$ cat src/hw/monitor_limit_pkg.sv
// Purpose: Shared constants for the monitor limit compare bank.
// Assumes: APB word index = register index, byte address = index * 4.
// Notes:   Status bits of both status registers form one 16-bit space.
package monitor_limit_pkg;

  // ----------------------------------------------------------------
  // Register indexes
  // ----------------------------------------------------------------
  localparam logic [7:0] IDX_STATUS_ONE          = 8'h41;
  localparam logic [7:0] IDX_STATUS_TWO          = 8'h42;
  localparam logic [7:0] IDX_SUPPLY_A_LOW_LIMIT  = 8'h44;
  localparam logic [7:0] IDX_SUPPLY_A_HIGH_LIMIT = 8'h45;
  localparam logic [7:0] IDX_CORE_SUPPLY_LOW     = 8'h46;
  localparam logic [7:0] IDX_CORE_SUPPLY_HIGH    = 8'h47;
  localparam logic [7:0] IDX_MAIN_SUPPLY_LOW     = 8'h48;
  localparam logic [7:0] IDX_MAIN_SUPPLY_HIGH    = 8'h49;
  localparam logic [7:0] IDX_SUPPLY_B_LOW_LIMIT  = 8'h4a;
  localparam logic [7:0] IDX_SUPPLY_B_HIGH_LIMIT = 8'h4b;
  localparam logic [7:0] IDX_SUPPLY_C_LOW_LIMIT  = 8'h4c;
  localparam logic [7:0] IDX_SUPPLY_C_HIGH_LIMIT = 8'h4d;
  localparam logic [7:0] IDX_REMOTE_ONE_LOW_TEMP = 8'h4e;
  localparam logic [7:0] IDX_REMOTE_ONE_HIGH_TEMP = 8'h4f;
  localparam logic [7:0] IDX_INTERNAL_LOW_TEMP   = 8'h50;
  localparam logic [7:0] IDX_INTERNAL_HIGH_TEMP  = 8'h51;
  localparam logic [7:0] IDX_REMOTE_TWO_LOW_TEMP = 8'h52;
  localparam logic [7:0] IDX_REMOTE_TWO_HIGH_TEMP = 8'h53;
  localparam logic [7:0] IDX_FAN_ONE_MIN_LOW     = 8'h54;
  localparam logic [7:0] IDX_FAN_ONE_MIN_HIGH    = 8'h55;
  localparam logic [7:0] IDX_FAN_TWO_MIN_LOW     = 8'h56;
  localparam logic [7:0] IDX_FAN_TWO_MIN_HIGH    = 8'h57;
  localparam logic [7:0] IDX_FAN_THREE_MIN_LOW   = 8'h58;
  localparam logic [7:0] IDX_FAN_THREE_MIN_HIGH  = 8'h59;
  localparam logic [7:0] IDX_FAN_FOUR_MIN_LOW    = 8'h5a;
  localparam logic [7:0] IDX_FAN_FOUR_MIN_HIGH   = 8'h5b;
  localparam logic [7:0] IDX_ENABLE_ONE          = 8'h80;
  localparam logic [7:0] IDX_ENABLE_TWO          = 8'h81;
  localparam logic [7:0] IDX_MASK_ONE            = 8'h82;
  localparam logic [7:0] IDX_MASK_TWO            = 8'h83;

  // ----------------------------------------------------------------
  // Sizes and limit array layout
  // ----------------------------------------------------------------
  localparam int unsigned NUM_VOLT    = 5;
  localparam int unsigned NUM_TEMP    = 3;
  localparam int unsigned NUM_FAN     = 4;
  localparam int unsigned NUM_LIMIT   = 24;
  localparam int unsigned VOLT_SLOT   = 0;
  localparam int unsigned TEMP_SLOT   = 10;
  localparam int unsigned FAN_SLOT    = 16;

  // ----------------------------------------------------------------
  // Reset values and special codes
  // ----------------------------------------------------------------
  localparam logic [7:0]  VOLT_LOW_RST  = 8'h00;
  localparam logic [7:0]  VOLT_HIGH_RST = 8'hff;
  localparam logic [7:0]  TEMP_LOW_RST  = 8'h81;
  localparam logic [7:0]  TEMP_HIGH_RST = 8'h7f;
  localparam logic [7:0]  FAN_MIN_RST   = 8'hff;
  localparam logic [15:0] ENABLE_RST    = 16'h3d7f;
  localparam logic [15:0] MASK_RST      = 16'h0000;
  localparam logic [15:0] STATUS_RST    = 16'h0000;
  localparam logic [15:0] FAN_NEVER     = 16'hffff;
  localparam logic [7:0]  DUTY_OFF      = 8'h00;
  localparam logic [7:0]  VOLT_NOMINAL  = 8'hc0;

  // ----------------------------------------------------------------
  // Status bit positions in the 16-bit event space
  // ----------------------------------------------------------------
  localparam int unsigned ST_VOLT_BASE  = 0;
  localparam int unsigned ST_TEMP_BASE  = 4;
  localparam int unsigned ST_SUMMARY    = 7;
  localparam int unsigned ST_SUPPLY_C   = 8;
  localparam int unsigned ST_FAN_BASE   = 10;

endpackage : monitor_limit_pkg

$ cat src/hw/monitor_limit_compare_bank.sv
// Purpose: Limit registers and compare logic of a hardware monitor.
// Assumes: Readings arrive on clk_i with a one-cycle update strobe.
// Notes:   APB slave, zero wait states, one interrupt level output.
//
// Implementation choice: the APB slave port.
`timescale 1ns/1ps

module monitor_limit_compare_bank (
  input  wire logic        clk_i,
  input  wire logic        arst_n_i,
  input  wire logic        psel_i,
  input  wire logic        penable_i,
  input  wire logic        pwrite_i,
  input  wire logic [9:0]  paddr_i,
  input  wire logic [31:0] pwdata_i,
  output logic      [31:0] prdata_o,
  output logic             pready_o,
  output logic             pslverr_o,
  input  wire logic [39:0] volt_reading_i,
  input  wire logic [4:0]  volt_update_i,
  input  wire logic [23:0] temp_reading_i,
  input  wire logic [2:0]  temp_update_i,
  input  wire logic [63:0] fan_count_i,
  input  wire logic [3:0]  fan_update_i,
  input  wire logic [31:0] fan_duty_i,
  input  wire logic [3:0]  fan_pwm_disabled_i,
  output logic             irq_o
);

  // ----------------------------------------------------------------
  // Register map
  // ----------------------------------------------------------------
  // Byte address is four times the index; only bits 7:0 carry data.
  // Index 41 status one, sticky, write one to clear.
  //   bit 0 supply A, 1 core, 2 main, 3 supply B
  //   bit 4 remote one, 5 internal, 6 remote two
  //   bit 7 summary, OR of status two, read only
  // Index 42 status two, sticky, write one or qualified read clears.
  //   bit 0 supply C, bits 2 to 5 fans one to four
  //   bits 1, 6 and 7 always read zero
  // Index 44 to 4D supply limit pairs, low then high.
  // Index 4E to 53 temperature limit pairs, low then high.
  // Index 54 to 5B fan minimum pairs, low byte then high byte.
  // Index 80 and 81 enables, same layout as the two status bytes.
  // Index 82 and 83 masks, same layout as the two status bytes.
  // Any other index, or a misaligned address, answers with an error.
  //
  // ----------------------------------------------------------------
  // Reading interface
  // ----------------------------------------------------------------
  // Each reading comes with a one-cycle update pulse.
  // The compare is made at the edge that samples the pulse.
  // Limits used are those that stand at that same edge.
  // A limit write and a reading in one cycle use the old limit.
  // Readings without a pulse are ignored, whatever they show.
  // Pulses may come every cycle and in any order.
  //
  // Supply readings: unsigned, nominal level near three quarters.
  // Temperature readings: signed, whole degrees.
  // Fan readings: clock counts, so a larger count is a slower fan.
  //
  // ----------------------------------------------------------------
  // Flag behaviour
  // ----------------------------------------------------------------
  // A flag sets on an update whose compare fails while enabled.
  // A flag clears on an update while its enable bit is low,
  // so software can silence a noisy input without a clear write.
  // A set and a clear in one cycle: the set wins, no event lost.
  // Status two clears on a read only while no enabled event there
  // is still failing; the last compare result decides this.
  // The interrupt level follows flags and mask one cycle later.
  //
  // ----------------------------------------------------------------
  // Fan qualifiers
  // ----------------------------------------------------------------
  // A fan with duty zero or a disabled drive is not judged,
  // since a stopped fan would read as stalled for ever.
  // A minimum of all ones turns the fan check off entirely.
  // Software must keep minimum counts high enough for the slowest normal running,
  // or normal slow spinning can be flagged now and then.
  //
  // ----------------------------------------------------------------
  // Bus timing
  // ----------------------------------------------------------------
  // Setup cycle: answer and read data are prepared and registered.
  // Access cycle: ready stands high for exactly one cycle.
  // Writes and read side effects act at the completing edge only.
  // Read data hold until the next setup cycle.
  // Back-to-back transfers are accepted with no idle cycle.
  //
  // ----------------------------------------------------------------
  // Limitations
  // ----------------------------------------------------------------
  // No write protection: limits stay writable at all times.
  // Fault flags of the diodes are not handled in this block.
  // Reserved status bits are tied low and never update.
  // The limit array is small, so it lives in flip-flops.
  //
  // ----------------------------------------------------------------
  // Storage
  // ----------------------------------------------------------------
  logic [7:0]  limit_q [monitor_limit_pkg::NUM_LIMIT];
  logic [15:0] status;
  logic [15:0] active;
  logic [15:0] enable;
  logic [15:0] mask;
  logic [15:0] hit;
  logic [15:0] upd;
  logic [7:0]  idx;
  logic [7:0]  slot;
  logic        in_limit;
  logic        aligned;
  logic        setup;
  logic        done;
  logic        wr_done;
  logic        rd_done;
  logic [7:0]  next_rdata;
  logic        next_err;
  logic [7:0]  wbyte;

  assign idx      = paddr_i[9:2];
  assign aligned  = (paddr_i[1:0] == 2'b00);
  assign slot     = idx - monitor_limit_pkg::IDX_SUPPLY_A_LOW_LIMIT;
  assign in_limit = aligned
                    && (idx >= monitor_limit_pkg::IDX_SUPPLY_A_LOW_LIMIT)
                    && (idx <= monitor_limit_pkg::IDX_FAN_FOUR_MIN_HIGH);
  assign setup    = psel_i && !penable_i;
  assign done     = psel_i && penable_i && pready_o;
  assign wr_done  = done && pwrite_i;
  assign rd_done  = done && !pwrite_i;
  assign wbyte    = pwdata_i[7:0];

  // ----------------------------------------------------------------
  // Compare logic
  // ----------------------------------------------------------------
  // Unused event bits never update, so their flags stay zero
  genvar g;
  generate
    for (g = 0; g < 16; g++) begin : g_unused
      if (!((g < 7) || (g == 8) || ((g >= 10) && (g < 14)))) begin : g_off
        assign hit[g] = 1'b0;
        assign upd[g] = 1'b0;
      end
    end

    // Supplies A, core, main, B in status one; supply C in status two
    for (g = 0; g < 5; g++) begin : g_volt
      localparam int unsigned BIT =
        (g < 4) ? monitor_limit_pkg::ST_VOLT_BASE + g
                : monitor_limit_pkg::ST_SUPPLY_C;
      localparam int unsigned LO = monitor_limit_pkg::VOLT_SLOT + 2 * g;
      logic [7:0] rd;
      assign rd = volt_reading_i[8*g +: 8];
      // Unsigned 8-bit scale, nominal at three quarters of full scale
      assign hit[BIT] = (rd > limit_q[LO + 1])
                        || (rd <= limit_q[LO]);
      assign upd[BIT] = volt_update_i[g];
    end

    // Remote one lands on bit 4, internal bit 5, remote two bit 6
    for (g = 0; g < 3; g++) begin : g_temp
      localparam int unsigned BIT = monitor_limit_pkg::ST_TEMP_BASE + g;
      localparam int unsigned LO = monitor_limit_pkg::TEMP_SLOT + 2 * g;
      logic signed [7:0] rd;
      assign rd = $signed(temp_reading_i[8*g +: 8]);
      assign hit[BIT] = (rd > $signed(limit_q[LO + 1]))
                        || (rd <= $signed(limit_q[LO]));
      assign upd[BIT] = temp_update_i[g];
    end

    // Fan counts grow as the fan slows, so above the minimum is bad
    for (g = 0; g < 4; g++) begin : g_fan
      localparam int unsigned BIT = monitor_limit_pkg::ST_FAN_BASE + g;
      localparam int unsigned LO = monitor_limit_pkg::FAN_SLOT + 2 * g;
      logic [15:0] lim;
      logic        quiet;
      assign lim = {limit_q[LO + 1], limit_q[LO]};
      // Stopped or disabled fans would always look stalled
      assign quiet = (fan_duty_i[8*g +: 8] == monitor_limit_pkg::DUTY_OFF)
                     || fan_pwm_disabled_i[g];
      assign hit[BIT] = (fan_count_i[16*g +: 16] > lim)
                        && (lim != monitor_limit_pkg::FAN_NEVER)
                        && !quiet;
      assign upd[BIT] = fan_update_i[g];
    end
  endgenerate

  // ----------------------------------------------------------------
  // Limit registers
  // ----------------------------------------------------------------
  // Always writable: there is no lock input by design
  always_ff @(posedge clk_i or negedge arst_n_i) begin
    if (!arst_n_i) begin
      for (int i = 0; i < monitor_limit_pkg::NUM_LIMIT; i++) begin
        if (i < monitor_limit_pkg::TEMP_SLOT) begin
          limit_q[i] <= (i % 2 == 0) ? monitor_limit_pkg::VOLT_LOW_RST
                                     : monitor_limit_pkg::VOLT_HIGH_RST;
        end else if (i < monitor_limit_pkg::FAN_SLOT) begin
          limit_q[i] <= (i % 2 == 0) ? monitor_limit_pkg::TEMP_LOW_RST
                                     : monitor_limit_pkg::TEMP_HIGH_RST;
        end else begin
          limit_q[i] <= monitor_limit_pkg::FAN_MIN_RST;
        end
      end
    end else if (wr_done && in_limit) begin
      limit_q[slot[4:0]] <= wbyte;
    end
  end

  // ----------------------------------------------------------------
  // Enable and mask registers
  // ----------------------------------------------------------------
  always_ff @(posedge clk_i or negedge arst_n_i) begin
    if (!arst_n_i) begin
      enable <= monitor_limit_pkg::ENABLE_RST;
      mask   <= monitor_limit_pkg::MASK_RST;
    end else if (wr_done && aligned) begin
      unique case (idx)
        monitor_limit_pkg::IDX_ENABLE_ONE: enable[7:0]  <= wbyte;
        monitor_limit_pkg::IDX_ENABLE_TWO: enable[15:8] <= wbyte;
        monitor_limit_pkg::IDX_MASK_ONE:   mask[7:0]    <= wbyte;
        monitor_limit_pkg::IDX_MASK_TWO:   mask[15:8]   <= wbyte;
        default: ;
      endcase
    end
  end

  // ----------------------------------------------------------------
  // Event activity
  // ----------------------------------------------------------------
  // Last compare result per event, used to hold status two on read
  always_ff @(posedge clk_i or negedge arst_n_i) begin
    if (!arst_n_i) begin
      active <= monitor_limit_pkg::STATUS_RST;
    end else begin
      for (int b = 0; b < 16; b++) begin
        if (upd[b]) begin
          active[b] <= hit[b];
        end
      end
    end
  end

  // ----------------------------------------------------------------
  // Sticky status
  // ----------------------------------------------------------------
  // A fresh violation beats any clear in the same cycle
  always_ff @(posedge clk_i or negedge arst_n_i) begin
    if (!arst_n_i) begin
      status <= monitor_limit_pkg::STATUS_RST;
    end else begin
      for (int b = 0; b < 16; b++) begin
        if (upd[b] && hit[b] && enable[b]) begin
          status[b] <= 1'b1;
        end else if (upd[b] && !enable[b]) begin
          status[b] <= 1'b0;
        end else if (wr_done && aligned && (b < 8)
                     && (idx == monitor_limit_pkg::IDX_STATUS_ONE)
                     && wbyte[b % 8]) begin
          status[b] <= 1'b0;
        end else if (wr_done && aligned && (b >= 8)
                     && (idx == monitor_limit_pkg::IDX_STATUS_TWO)
                     && wbyte[b % 8]) begin
          status[b] <= 1'b0;
        end else if (rd_done && aligned && (b >= 8)
                     && (idx == monitor_limit_pkg::IDX_STATUS_TWO)
                     && !(|(active[15:8] & enable[15:8]))) begin
          status[b] <= 1'b0;
        end
      end
    end
  end

  // ----------------------------------------------------------------
  // Read mux
  // ----------------------------------------------------------------
  always_comb begin
    next_rdata = 8'h00;
    next_err   = 1'b0;
    if (in_limit) begin
      next_rdata = limit_q[slot[4:0]];
    end else if (!aligned) begin
      next_err = 1'b1;
    end else begin
      unique case (idx)
        monitor_limit_pkg::IDX_STATUS_ONE: begin
          next_rdata = status[7:0];
          // Summary bit mirrors any flag in status two
          next_rdata[monitor_limit_pkg::ST_SUMMARY] = |status[15:8];
        end
        monitor_limit_pkg::IDX_STATUS_TWO: next_rdata = status[15:8];
        monitor_limit_pkg::IDX_ENABLE_ONE: next_rdata = enable[7:0];
        monitor_limit_pkg::IDX_ENABLE_TWO: next_rdata = enable[15:8];
        monitor_limit_pkg::IDX_MASK_ONE:   next_rdata = mask[7:0];
        monitor_limit_pkg::IDX_MASK_TWO:   next_rdata = mask[15:8];
        default:                           next_err   = 1'b1;
      endcase
    end
  end

  // ----------------------------------------------------------------
  // APB answer
  // ----------------------------------------------------------------
  // Answer prepared in setup so the access phase ends in one cycle
  always_ff @(posedge clk_i or negedge arst_n_i) begin
    if (!arst_n_i) begin
      pready_o  <= 1'b0;
      pslverr_o <= 1'b0;
      prdata_o  <= 32'h0000_0000;
    end else if (setup) begin
      pready_o  <= 1'b1;
      pslverr_o <= next_err;
      prdata_o  <= pwrite_i ? 32'h0000_0000 : {24'h00_0000, next_rdata};
    end else begin
      pready_o  <= 1'b0;
      pslverr_o <= 1'b0;
    end
  end

  // ----------------------------------------------------------------
  // Interrupt
  // ----------------------------------------------------------------
  // Registered, so it trails the status flags by one cycle
  always_ff @(posedge clk_i or negedge arst_n_i) begin
    if (!arst_n_i) begin
      irq_o <= 1'b0;
    end else begin
      irq_o <= |(status & mask);
    end
  end

endmodule : monitor_limit_compare_bank

$ cat config.mk
export PLATFORM = sky130hd
export DESIGN_NAME = monitor_limit_compare_bank
export DESIGN_NICKNAME = d
export VERILOG_FILES = /design/src/hw/monitor_limit_pkg.sv /design/src/hw/monitor_limit_compare_bank.sv
export SDC_FILE = /design/constraint.sdc
export NUM_CORES = 1
export LEC_CHECK = 0
export BUFFER_PORTS_ARGS = -buffer_cell sky130_fd_sc_hd__buf_2
export CORE_ASPECT_RATIO = 1.2
export CORE_UTILIZATION = 53
export DETAILED_ROUTE_END_ITERATION = 10
export GPL_ROUTABILITY_DRIVEN = 0
export PLACE_DENSITY = 0.87
export SYNTH_ARGS = -nofsm -noshare
export SYNTH_HDL_FRONTEND = slang
export SYNTH_SLANG_ARGS = --single-unit
$ cat constraint.sdc
create_clock -name clk_i -period 2.1 [get_ports clk_i]
set_input_delay 0.315 -clock clk_i [delete_from_list [all_inputs] [get_ports clk_i]]
set_output_delay 0.315 -clock clk_i [all_outputs]
set_load 0.005 [all_outputs]
Yosys cells after proc, flatten, opt, wreduce, memory -nomap -nowiden
Cells that the tools add are included.

storage, ports and cells
  flip-flop bits (word level) = 279
  bits of input ports = 223
  output and inout bits = 35

cells by class
  $add $sub $neg = 1
  order comparisons = 24
  equality and inequality tests = 10
  multiplexer cells = 55
  bitwise operators = 3
  reduce and logical (&&, ||, !) cells = 133

operators with widths
  operator                number
  $bwmux W192             1
  $logic_and A1 B1 Y1     74
  $gt A16 B16 Y1          4
  $gt A8 B8 Y1            8
  $le A8 B8 Y1            8
  $ne A16 B16 Y1 const B  4
  $mux W8                 6
  $pmux W8 S6             1
  $mux W1                 45
  $bmux W8 S5             1
  $demux W8 S5            1
  $eq A8 B8 Y1 const B    4
  $logic_not A8 Y1        4
  $reduce_bool A3 Y1      7
  $reduce_bool A4 Y1      5
  $logic_not A1 Y1        19
  $and A16 B16 Y16        1
  $eq A8 B7 Y1 const B    2
  $reduce_or A16 Y1       1
  $reduce_or A8 Y1        2
  $logic_or A1 B1 Y1      12
  $and A6 B8 Y8           1
  $ge A8 B7 Y1 const B    1
  $le A8 B7 Y1 const B    1
  8 further kinds         13

Logic depth before layout (Yosys ltp)
Gate-level depths: netlist (run 1).

  depth in word-level cells = 10
  gate-level depth with buffers = 10
  depth with buffers taken out = 8

Worst setup path before layout (run 1)
OpenSTA, ideal clock, no wires.

  path type = in2reg
  from = in paddr_i[4]
  to = reg mask[10]
  library setup time = 125 ps
  arrival time = 2,823 ps
  data required time = 1,975 ps
  path slack = -847 ps
  cell stages on the path = 10
  path through = inv_1 clkbuf_1 ha_1 or3b_2 nor3b_2 and2_0 clkbuf_1 and3_1 buf_2 mux2_2

on the way
  word-level cells in the longest chain between the ends = 2

RTL lines
  element                      RTL line                           text
  start: declaration           monitor_limit_compare_bank.sv:14   input wire logic [9:0] paddr_i,
  $eq A8 B8 Y1                 monitor_limit_compare_bank.sv:218  unique case (idx)
  $reduce_and A2 Y1 (no line)  -
  end signal: assignment       monitor_limit_compare_bank.sv:216  mask <= monitor_limit_pkg::MASK_RST;
  end signal: assignment       monitor_limit_compare_bank.sv:222  monitor_limit_pkg::IDX_MASK_TWO: mask[15:8] <= wbyte;
  end: declaration             monitor_limit_compare_bank.sv:106  logic [15:0] mask;

Every way passes these cells.
A chain may end at the register's enable or synchronous reset.

Final worst setup path (run 1)
  from = reg limit_q[97] (netlist bit)
  to = reg status[4]

on the way
  word-level cells in the longest chain between the ends = 5

RTL lines
  element                                                         RTL line                           text
  start: declaration                                              monitor_limit_compare_bank.sv:102  logic [7:0] limit_q [monitor_limit_pkg::NUM_LIMIT];
  start signal: indexed assignment                                monitor_limit_compare_bank.sv:196  limit_q[i] <= (i % 2 == 0) ? monitor_limit_pkg::VOLT_LOW_RST
  start signal: indexed assignment                                monitor_limit_compare_bank.sv:199  limit_q[i] <= (i % 2 == 0) ? monitor_limit_pkg::TEMP_LOW_RST
  start signal: indexed assignment                                monitor_limit_compare_bank.sv:202  limit_q[i] <= monitor_limit_pkg::FAN_MIN_RST;
  $gt A8 B8 Y1 (*)                                                monitor_limit_compare_bank.sv:166  assign hit[BIT] = (rd > $signed(limit_q[LO + 1]))
  $logic_or A1 B1 Y1 (*)                                          monitor_limit_compare_bank.sv:167  || (rd <= $signed(limit_q[LO]));
  $logic_and A1 B1 Y1 (*) (2 in a row)                            monitor_limit_compare_bank.sv:253  if (upd[b] && hit[b] && enable[b]) begin
  $reduce_bool A3 Y1 (no line) / $mux W1 (equally long branches)  -
  end signal: assignment                                          monitor_limit_compare_bank.sv:250  status <= monitor_limit_pkg::STATUS_RST;
  end: declaration                                                monitor_limit_compare_bank.sv:103  logic [15:0] status;

Every way passes the cells marked *; elsewhere a longest branch is shown, timed or not.

==> results of run 1 <==
==> kinds of logic after synthesis <==
group | after synthesis | share of synthesized area
and+or+nand+nor | 298 | 0.09600
xor gates and xnor gates | 2 | 0.001015
other | 1 | 0.0002172
buffers and inverters | 281 | 0.06695
adders and majority gates | 197 | 0.1427
DFF | 252 | 0.3755
muxes | 290 | 0.2254
AOI/OAI and AO/OA | 236 | 0.09216
==> routing by layer <==
| layer | GRT usage | part of all wire | up-vias | wire length (um) |
|---|---|---|---|---|
| met5 | 0 | 0 | - | 0 |
| met3 | 0.05185 | 0.078 | 249 | 4135 |
| met1 | 0.3698 | 0.37 | 7050 | 19470 |
| li1 | - | - | 6262 | - |
| met4 | 0.2157 | 0.070 | 0 | 3734 |
| met2 | 0.5353 | 0.49 | 817 | 25880 |
==> repair_timing <==
item                       CTS  global route
pin swaps                    9            29
hold endpoints to repair    32             0
gates resized for setup     18            36
cloned                       0             0
buffers inserted             0             1
hold buffers                 2             0
setup endpoints to repair    7            14
==> placed cells by master (no fill, tap or decap), drive strengths merged, types with 8 or more instances in the layout <==
master	n
buf	337
mux2	231
inv	203
ha	197
dfstp	143
dfrtp	109
a21oi	63
nand2	58
nand4	56
mux4	56
nor2	44
nand3	37
o21ai	34
clkbuf	31
a21o	29
conb	24
nor2b	22
o211ai	21
nand2b	19
nor3	17
nor4	17
a22oi	8
and2	8
a21boi	8
==> worst max-delay path by stage <==
| stage | to | slack, ns | cells past startpoint |
|---|---|---|---|
| 4_1_cts | status[5] | -0.04 | 8 |
| 2_1_floorplan | mask[10] | -0.39 | 10 |
| 3_5_place_dp | limit_q[97] | -0.44 | 8 |
| 6_report | status[4] | -0.10 | 8 |
| 5_1_grt | status[4] | -0.12 | 8 |
| 3_3_place_gp | limit_q[103] | -0.41 | 8 |
==> cells in the mapped netlist, drive strengths merged (17+ instances only) <==
cell type / n
o211ai: 21
a21o: 29
dfstp: 143
a21oi: 63
nand4: 56
o21ai: 34
nor4: 17
nand3: 37
mux2: 231
nor2b: 22
ha: 197
dfrtp: 109
nand2b: 19
nand2: 58
nor3: 17
mux4: 56
clkbuf: 42
inv: 201
buf: 38
nor2: 44
==> flip-flops by register name, indices dropped and copies added, names as in the netlist, 5 cells and up <==
| signal | count |
|---|---|
| status | 12 |
| g_fan.lim | 64 |
| limit_q | 128 |
| mask | 16 |
| active | 5 |
| enable | 16 |
| prdata_o | 8 |
==> cell type report <==
cell class,count,area (um^2)
fill,2174,11070
multi-input combinational,1047,10240
sequential,252,6485
timing repair buffer,339,2190
inverter,201,758.2
clock buffer,31,689.4
tap,407,509.2
clock inverter,15,211.5
antenna,2,5.005
==> report_power, final <==
part | internal, mW | leakage (nW) | switching, mW
combinational | 0.610 | 6.00 | 0.854
sequential | 4.89 | 2.98 | 0.0199
clock | 2.96 | 0.450 | 2.00
==> critical path: cells and delay by family, from the launching register on <==
kind	cells	cell delay (ns)
AO/OA/AOI/OAI	5	1.13
flip-flops	1	0.55
buffers and inverters	1	0.06
AND/OR/NAND/NOR	1	0.12
adder cells (fa/ha/maj)	1	0.21
==> metrics by stage <==
stage	util	power [mW]	hold slack [ns]	instance area, um^2
3_5_place_dp	0.6193	6.368	0.2892	19920
4_1_cts	0.6488	11.26	0.01028	20870
5_1_grt	0.6558	11.65	0.01949	21090
2_1_floorplan	-	5.705	0.01941	17690
6_report	0.6559	11.33	0.01504	21090
3_3_place_gp	0.6193	6.288	0.2853	19920
==> qor.yml, run 1 <==
status:
  status: "finished, violations left"
  violations: "setup timing"
min_path:
  min_from: "fan_update_i[3]"
  hp-class: "primary input to flop"
  holdPathEnd: "active[13]"
  min_delay_path_depth: 2
route:
  antenna_left: 0
  vias: 14380
  wire_per_inst_um: 23.20
  finalWirelength_um: 53220
  drt_iter0_drc: 1102
  vias_per_cell: 6.268
  dr.pass1.iters: 6
  drc: 0
yosys:
  synth.avg_cell_area_um2: 11.09
  synth_cells: 1557
  synth_top_area_frac: 0.2176
  synth_area_leaders: "dfstp_2 22%, dfrtp_1 16%, mux2_2 15%"
  netlist_area_um2: 17270
  ys_ff_latch: 252
  yosysTopAreaCell: "dfstp_2"
  synth-edff-count: 0
  synthDistinctLibCells: 67
  synthFlopType: "dfstp_2"
  async_reset_ff_frac: 1.000
  synth.yosys.warnings: 0
  seq_area_frac_synth: 0.3755
cts:
  cts_tree: "done"
  clkLatencyLatePin_ns: 0.54
  clock-sinks: 252
  cts_made_buffers: 25
  cts_max_path_buffers: 3
  cts_root_buf: "clkbuf_16"
  path_clk_slew_ns: 0.06
  cts-htree-levels: 1
setup_path:
  crit_path_start: "limit_q[97]"
  required_ns: 2.52
  cp_max_fo: 2
  slowest_delay_ns: 0.55
  crit_top_cell: "a21oi_2"
  cp-start-kind: "flop"
  cpMaxStageDelayCell: "dfstp_2"
  cp-end-kind: "flop"
  r2r_slack_ns: -0.10
  arrival_ns: 2.62
  ff2ff_path_depth: 8
  r2r_start: "limit_q[97]"
  cp_cell_sequence: "inv_2 > ha_4 > nor2b_4 > o211ai_1 > a21oi_2 > a2111oi_4 > a21oi_2 > o31a_1"
  criticalPathCategory: "flop to flop"
  r2r-end: "status[4]"
floorplanning:
  num_io_pins: 258
  die_area_um2: 33310
  std_cell_rows: 72
  start_util: 0.5370
  die_w_um: 166.8
  chipHeight_um: 199.7
  core_area_um2: 32160
global_routing:
  antenna_found_initial: 2
  grt_pass1_vias: 14730
  grt_max_degree: 68
  grt_pass1_wl_um: 81080
  grt_overflow: 0
  grt.total_usage: 0.3148
placed_design:
  place_hpwl_um: 40010
  dpl.cell_count: 2245
  dpl_worst_slack_ns: -0.4375
  io_buffers: 209
timing:
  period_minus_slack_ns: 2.201
  slew_violations: 0
  fmaxAchievable_mhz: 454.3
  rsz0062_at_grt: "true"
  fin_worst_skew_ns: 0.01276
  finalSetupTns_ns: -0.1218
  hold_violations: 0
  finalCritPeriodShare: 1.048
  timing.slew.headroom: 0.5558
  worst_slew_pin_slew_ns: 0.6664
  final-setup-viol-count: 2
  setup_slack_ns: -0.1011
final_layout:
  syn2layout_area_growth_pct: 22.14
  finalNetCount: 2286
  instances_no_fill: 2294
  drive_above_1_share: 0.4732
pwr:
  powerDensity_nw_per_um2: 537.3
  power.leakage_nw: 9.434
  ir_drop_uv: 450.9
flow_run:
  max_cap_violations: 0
(Power assumes the default switching activity.)
==> inputs of run 2 (changes only) <==
--- a/config.mk
+++ b/config.mk
@@ -5,7 +5,7 @@
 export SDC_FILE = /design/constraint.sdc
 export NUM_CORES = 1
 export LEC_CHECK = 0
-export BUFFER_PORTS_ARGS = -buffer_cell sky130_fd_sc_hd__buf_2
+export BUFFER_PORTS_ARGS = -buffer_cell sky130_fd_sc_hd__buf_4
 export CORE_ASPECT_RATIO = 1.2
 export CORE_UTILIZATION = 53
 export DETAILED_ROUTE_END_ITERATION = 10
==> qor.yml, run 2 (synthesized netlist as in run 1, its figures left out) <==
status:
  status: "finished, violations left"
  violations: "setup timing"
placed_design:
  place_area_um2: 20330
  place_hpwl_um: 39270
  io_buffers: 209
final_layout:
  postLayoutCoreUtil: 0.6729
  drive_above_1_share: 0.4783
  antenna_cells: 0
  syn2layout_area_growth_pct: 25.32
  final_cell_mix: "331 x buf_4, 213 x mux2_2, 197 x inv_1, 180 x ha_1, 143 x dfstp_2"
  regMostFlops: "limit_q"
  final_area_um2: 21640
  finalNetCount: 2294
  largest_reg_flops: 128
  final_common_cell: "buf_4"
pwr:
  p_seq_frac: 0.448
  p_total_mw: 10.96
  clockPowerShare: 0.407
  powerDensity_nw_per_um2: 506.5
  comb_power_share: 0.144
  swShare: 0.2607
  intPower_mw: 8.104
  power.leakage_nw: 9.601
  ir_drop_uv: 525.7
  power.switching_mw: 2.858
setup_path:
  required_ns: 2.51
  cp-start-kind: "flop"
  path_delay_family: "simple AND/OR/NAND/NOR gates"
  path_buf_inv: 2
  criticalPathCategory: "flop to flop"
  cpMaxStageDelayCell: "dfstp_2"
  slowest_delay_ns: 0.57
  cp_cell_sequence: "inv_1 > ha_4 > nand4_1 > nor4_2 > a2111oi_2 > o21ai_1 > buf_4 > o2bb2a_4"
  cp-end-kind: "flop"
  arrival_ns: 2.58
  cp_max_fo: 4
route:
  drt_iter0_drc: 1439
  finalWirelength_um: 55070
  vias_per_cell: 6.376
  wire_per_inst_um: 23.96
  vias: 14660
  antenna_left: 0
  drc: 0
  dr.pass1.iters: 6
global_routing:
  grt.total_usage: 0.3248
  grt_max_degree: 72
  grt_pass1_vias: 15170
  grt_util_met1: 0.3709
  met3_usage: 0.06349
  grt.met2_usage: 0.5576
  top_usage_layer: "met2"
  grt_overflow: 0
  antenna_found_initial: 1
  grt_pass1_wl_um: 83200
timing:
  setup_slack_ns: -0.07258
  period_minus_slack_ns: 2.173
  slew_violations: 0
  hold_violations: 0
  fin_worst_skew_ns: 0.02650
  fmaxAchievable_mhz: 460.3
  finalSetupTns_ns: -0.07258
  final-setup-viol-count: 1
  worst_slew_pin_slew_ns: 0.5506
  hold_slack_ns: 0.007831
  timing.slew.headroom: 0.6290
  rsz0062_at_grt: "true"
  finalCritPeriodShare: 1.035
flow_run:
  max_cap_violations: 0
floorplanning:
  die_area_um2: 33310
  chipHeight_um: 199.7
  num_io_pins: 258
  std_cell_rows: 72
  start_util: 0.5370
  die_w_um: 166.8
  core_area_um2: 32160
cts:
  cts_made_buffers: 25
  cts_max_path_buffers: 3
  clkLatencyLatePin_ns: 0.54
  clock-sinks: 252
  cts_tree: "done"
  cts-htree-levels: 1
  path_clk_slew_ns: 0.07
  cts_root_buf: "clkbuf_16"
min_path:
  hp-class: "primary input to flop"
run 2: cell types whose count changed in the layout (fill, tap and decap cells not counted), moves of 2 or more:
cell	before	now
and2_0	3	1
and2_1	5	7
buf_2	207	0
buf_4	117	331
buf_6	0	3
bufinv_16	5	1
clkbuf_8	2	5
clkinv_2	7	4
clkinvlp_4	1	5
diode_2	2	0
ha_1	186	180
ha_4	11	17
inv_6	3	1
run 2: layer usage:
| metal | up-vias | share of wire |
|---|---|---|
| met3 | 291 | 0.087 |
| met2 | 948 | 0.49 |
| met5 | - | 0.00016 |
| li1 | 6261 | - |
| met1 | 7156 | 0.35 |
| met4 | 2 | 0.070 |
run 2: layout make-up:
| class | count | area, um^2 |
|---|---|---|
| Timing Repair Buffer | 347 | 2764 |
| Clock inverter | 12 | 103.9 |
| Clock buffer | 33 | 705.7 |
| Tap cell | 407 | 509.2 |
| Sequential cell | 252 | 6485 |
| Fill cell | 2107 | 10520 |
| Inverter | 201 | 758.2 |
| Multi-Input combinational cell | 1047 | 10320 |
run 2: stage by stage:
step / instances / setup WS (ns)
finish: 2299 / -0.07258
floorplan: 1580 / -0.3874
global route: 2299 / -0.1878
global placement: 2233 / -0.3950
CTS: 2281 / -0.1700
detailed placement: 2233 / -0.4508
run 2: power groups by stage:
stage | clock network [mW] | registers, mW | logic [mW]
after floorplan | 0 | 4.98 | 0.722
after global placement | 0 | 4.99 | 1.39
after detailed placement | 0 | 4.99 | 1.47
after CTS | 4.46 | 4.91 | 1.51
after global routing | 4.67 | 4.91 | 1.71
final | 4.47 | 4.91 | 1.58
run 2: worst paths after layout:
| path | startpoint | to | slack, ns | cells after the start |
|---|---|---|---|---|
| setup / recovery | g_fan[2].lim[10] | status[12] | -0.07 | 8 |
| hold / removal | volt_update_i[4] | status[8] | 0.008 | 2 |
| setup reg to reg | g_fan[2].lim[10] | status[12] | -0.07 | 8 |
| hold reg to reg | enable[9] | enable[9] | 0.51 | 1 |
| max in group asynchronous | arst_n_i | limit_q[67] | 1.03 | 3 |
| min in group asynchronous | arst_n_i | pslverr_o | 0.30 | 2 |
run 2: what timing repair did:
item                       in CTS  in global routing
setup endpoints to repair       9                 27
pin swaps                       9                 26
hold endpoints to repair       26                  0
setup buffers                   2                 19
gates resized for setup        19                 48
hold buffers                    1                  0
==> inputs of run 3 (changes only) <==
==> constraint.sdc (replaced) <==
create_clock -name clk_i -period 1.8 [get_ports clk_i]
set_input_delay 0.27 -clock clk_i [delete_from_list [all_inputs] [get_ports clk_i]]
set_output_delay 0.27 -clock clk_i [all_outputs]
set_load 0.005 [all_outputs]
==> qor.yml, run 3 (synthesized netlist as in run 1, its figures left out) <==
final_layout:
  final_common_cell: "buf_4"
  drive_above_1_share: 0.5845
  antenna_cells: 0
  largest_reg_flops: 128
  finalNetCount: 2413
  regMostFlops: "limit_q"
  syn2layout_area_growth_pct: 41.12
  final_cell_mix: "404 x buf_4, 162 x inv_1, 143 x dfstp_2, 133 x ha_1, 126 x mux2_2"
timing:
  rsz0062_at_grt: "true"
  fmaxAchievable_mhz: 334.6
  timing.slew.headroom: 0.2449
  final-setup-viol-count: 226
  slew_violations: 0
  setup_slack_ns: -1.189
  hold_slack_ns: 0.08706
  hold_violations: 0
  period_minus_slack_ns: 2.989
  finalCritPeriodShare: 1.660
  worst_slew_pin_slew_ns: 1.133
  fin_worst_skew_ns: 0.01995
setup_path:
  cp-end-kind: "flop"
  cp_cell_sequence: "buf_4 > buf_4 > nor2b_1 > buf_4 > o21ai_0 > o2bb2ai_4 > nor3b_4 > buf_6 > a222oi_1 > nand2_1"
  cpMaxStageDelayCell: "a222oi_1"
  crit_top_cell: "buf_4"
  arrival_ns: 3.37
  required_ns: 2.18
  path_buf_inv: 4
  cp-start-kind: "primary input"
  criticalPathCategory: "primary input to flop"
  slowest_delay_ns: 0.87
  cp_max_fo: 8
  path_delay_family: "compound AO/OA/AOI/OAI gates"
global_routing:
  grt_pass1_vias: 17750
  grt.met2_usage: 0.6771
  met3_usage: 0.1493
  top_usage_layer: "met2"
  grt_overflow: 0
  grt_max_degree: 53
  grt_pass1_wl_um: 105900
  grt.total_usage: 0.4276
  antenna_found_initial: 3
  grt_util_met1: 0.4561
cts:
  clkLatencyLatePin_ns: 0.56
  cts_tree: "done"
  cts_root_buf: "clkbuf_16"
  clock-sinks: 252
  cts_max_path_buffers: 3
  cts-htree-levels: 1
  cts_made_buffers: 26
  path_clk_slew_ns: 0.06
floorplanning:
  die_area_um2: 33310
  die_w_um: 166.8
  std_cell_rows: 72
  num_io_pins: 258
  core_area_um2: 32160
  chipHeight_um: 199.7
  start_util: 0.5370
placed_design:
  dpl_worst_slack_ns: -0.7589
  place_hpwl_um: 41810
  io_buffers: 209
min_path:
  hp-class: "primary input to flop"
route:
  wire_per_inst_um: 33.54
  finalWirelength_um: 81130
  drt_iter0_drc: 2375
  antenna_left: 0
  dr.pass1.iters: 11
  vias: 17290
  drc: 2
  vias_per_cell: 7.147
pwr:
  powerDensity_nw_per_um2: 568.6
  ir_drop_uv: 642.6
  power.leakage_nw: 10.48
flow_run:
  max_cap_violations: 0
status:
  violations: "DRC, setup timing"
  status: "finished, violations left"
==> run 3: what timing repair did <==
action | CTS | global route
pin swaps | 113 | 85
hold buffers | 6 | 0
buffers inserted | 24 | 11
gates resized for setup | 279 | 132
endpoints found under the hold margin | 52 | 0
endpoints found under the setup margin | 220 | 245
==> run 3: tightest hold or removal path, stage by stage <==
cell	delay (ns)
buf_4	0.10
mux2i_1	0.07
a21oi_1	0.15
==> run 3: final timing paths <==
| path | start | endpoint | slack (ns) | depth (start not counted) |
|---|---|---|---|---|
| setup reg to reg | mask[12] | prdata_o[4] | -0.77 | 5 |
| hold / removal | volt_update_i[1] | status[1] | 0.09 | 3 |
| max in group asynchronous | arst_n_i | g_fan[0].lim[14] | 0.82 | 3 |
| hold reg to reg | mask[15] | mask[15] | 0.53 | 1 |
| min in group asynchronous | arst_n_i | limit_q[75] | 0.24 | 2 |
| setup / recovery | paddr_i[2] | prdata_o[4] | -1.19 | 10 |
==> run 3: through the flow <==
step           utilization  std cells  instance area, um^2  setup TNS [ns]  total power, mW
3_5_place_dp        0.6591       2342                21200         -157.13            7.643
2_1_floorplan            -       1580                17690          -90.85            6.655
4_1_cts             0.7376       2414                23720          -10.91            13.27
6_report            0.7578       2419                24370          -46.47            13.86
5_1_grt             0.7578       2419                24370          -47.61            14.10
3_3_place_gp        0.6591       2342                21200         -135.62            7.539
==> run 3: report_power, final <==
group / internal (mW) / switching [mW]
Clock: 3.24 / 2.47
Sequential: 5.71 / 0.0267
Combinational: 1.03 / 1.37
Total: 9.98 / 3.87
==> run 3: area by class of cell <==
cell class / instances / area, um^2
clock buffer: 41 / 778.2
inverter: 201 / 765.7
timing repair buffer: 465 / 3906
clock inverter: 6 / 80.08
tap: 407 / 509.2
fill: 1639 / 7790
sequential: 252 / 6485
multi-input combinational: 1047 / 11850
==> run 3: routing by layer <==
layer	vias up	wire, um
li1	6507	-
met2	1882	34720
met1	8149	25360
met4	8	9028
met5	-	177
met3	743	11850
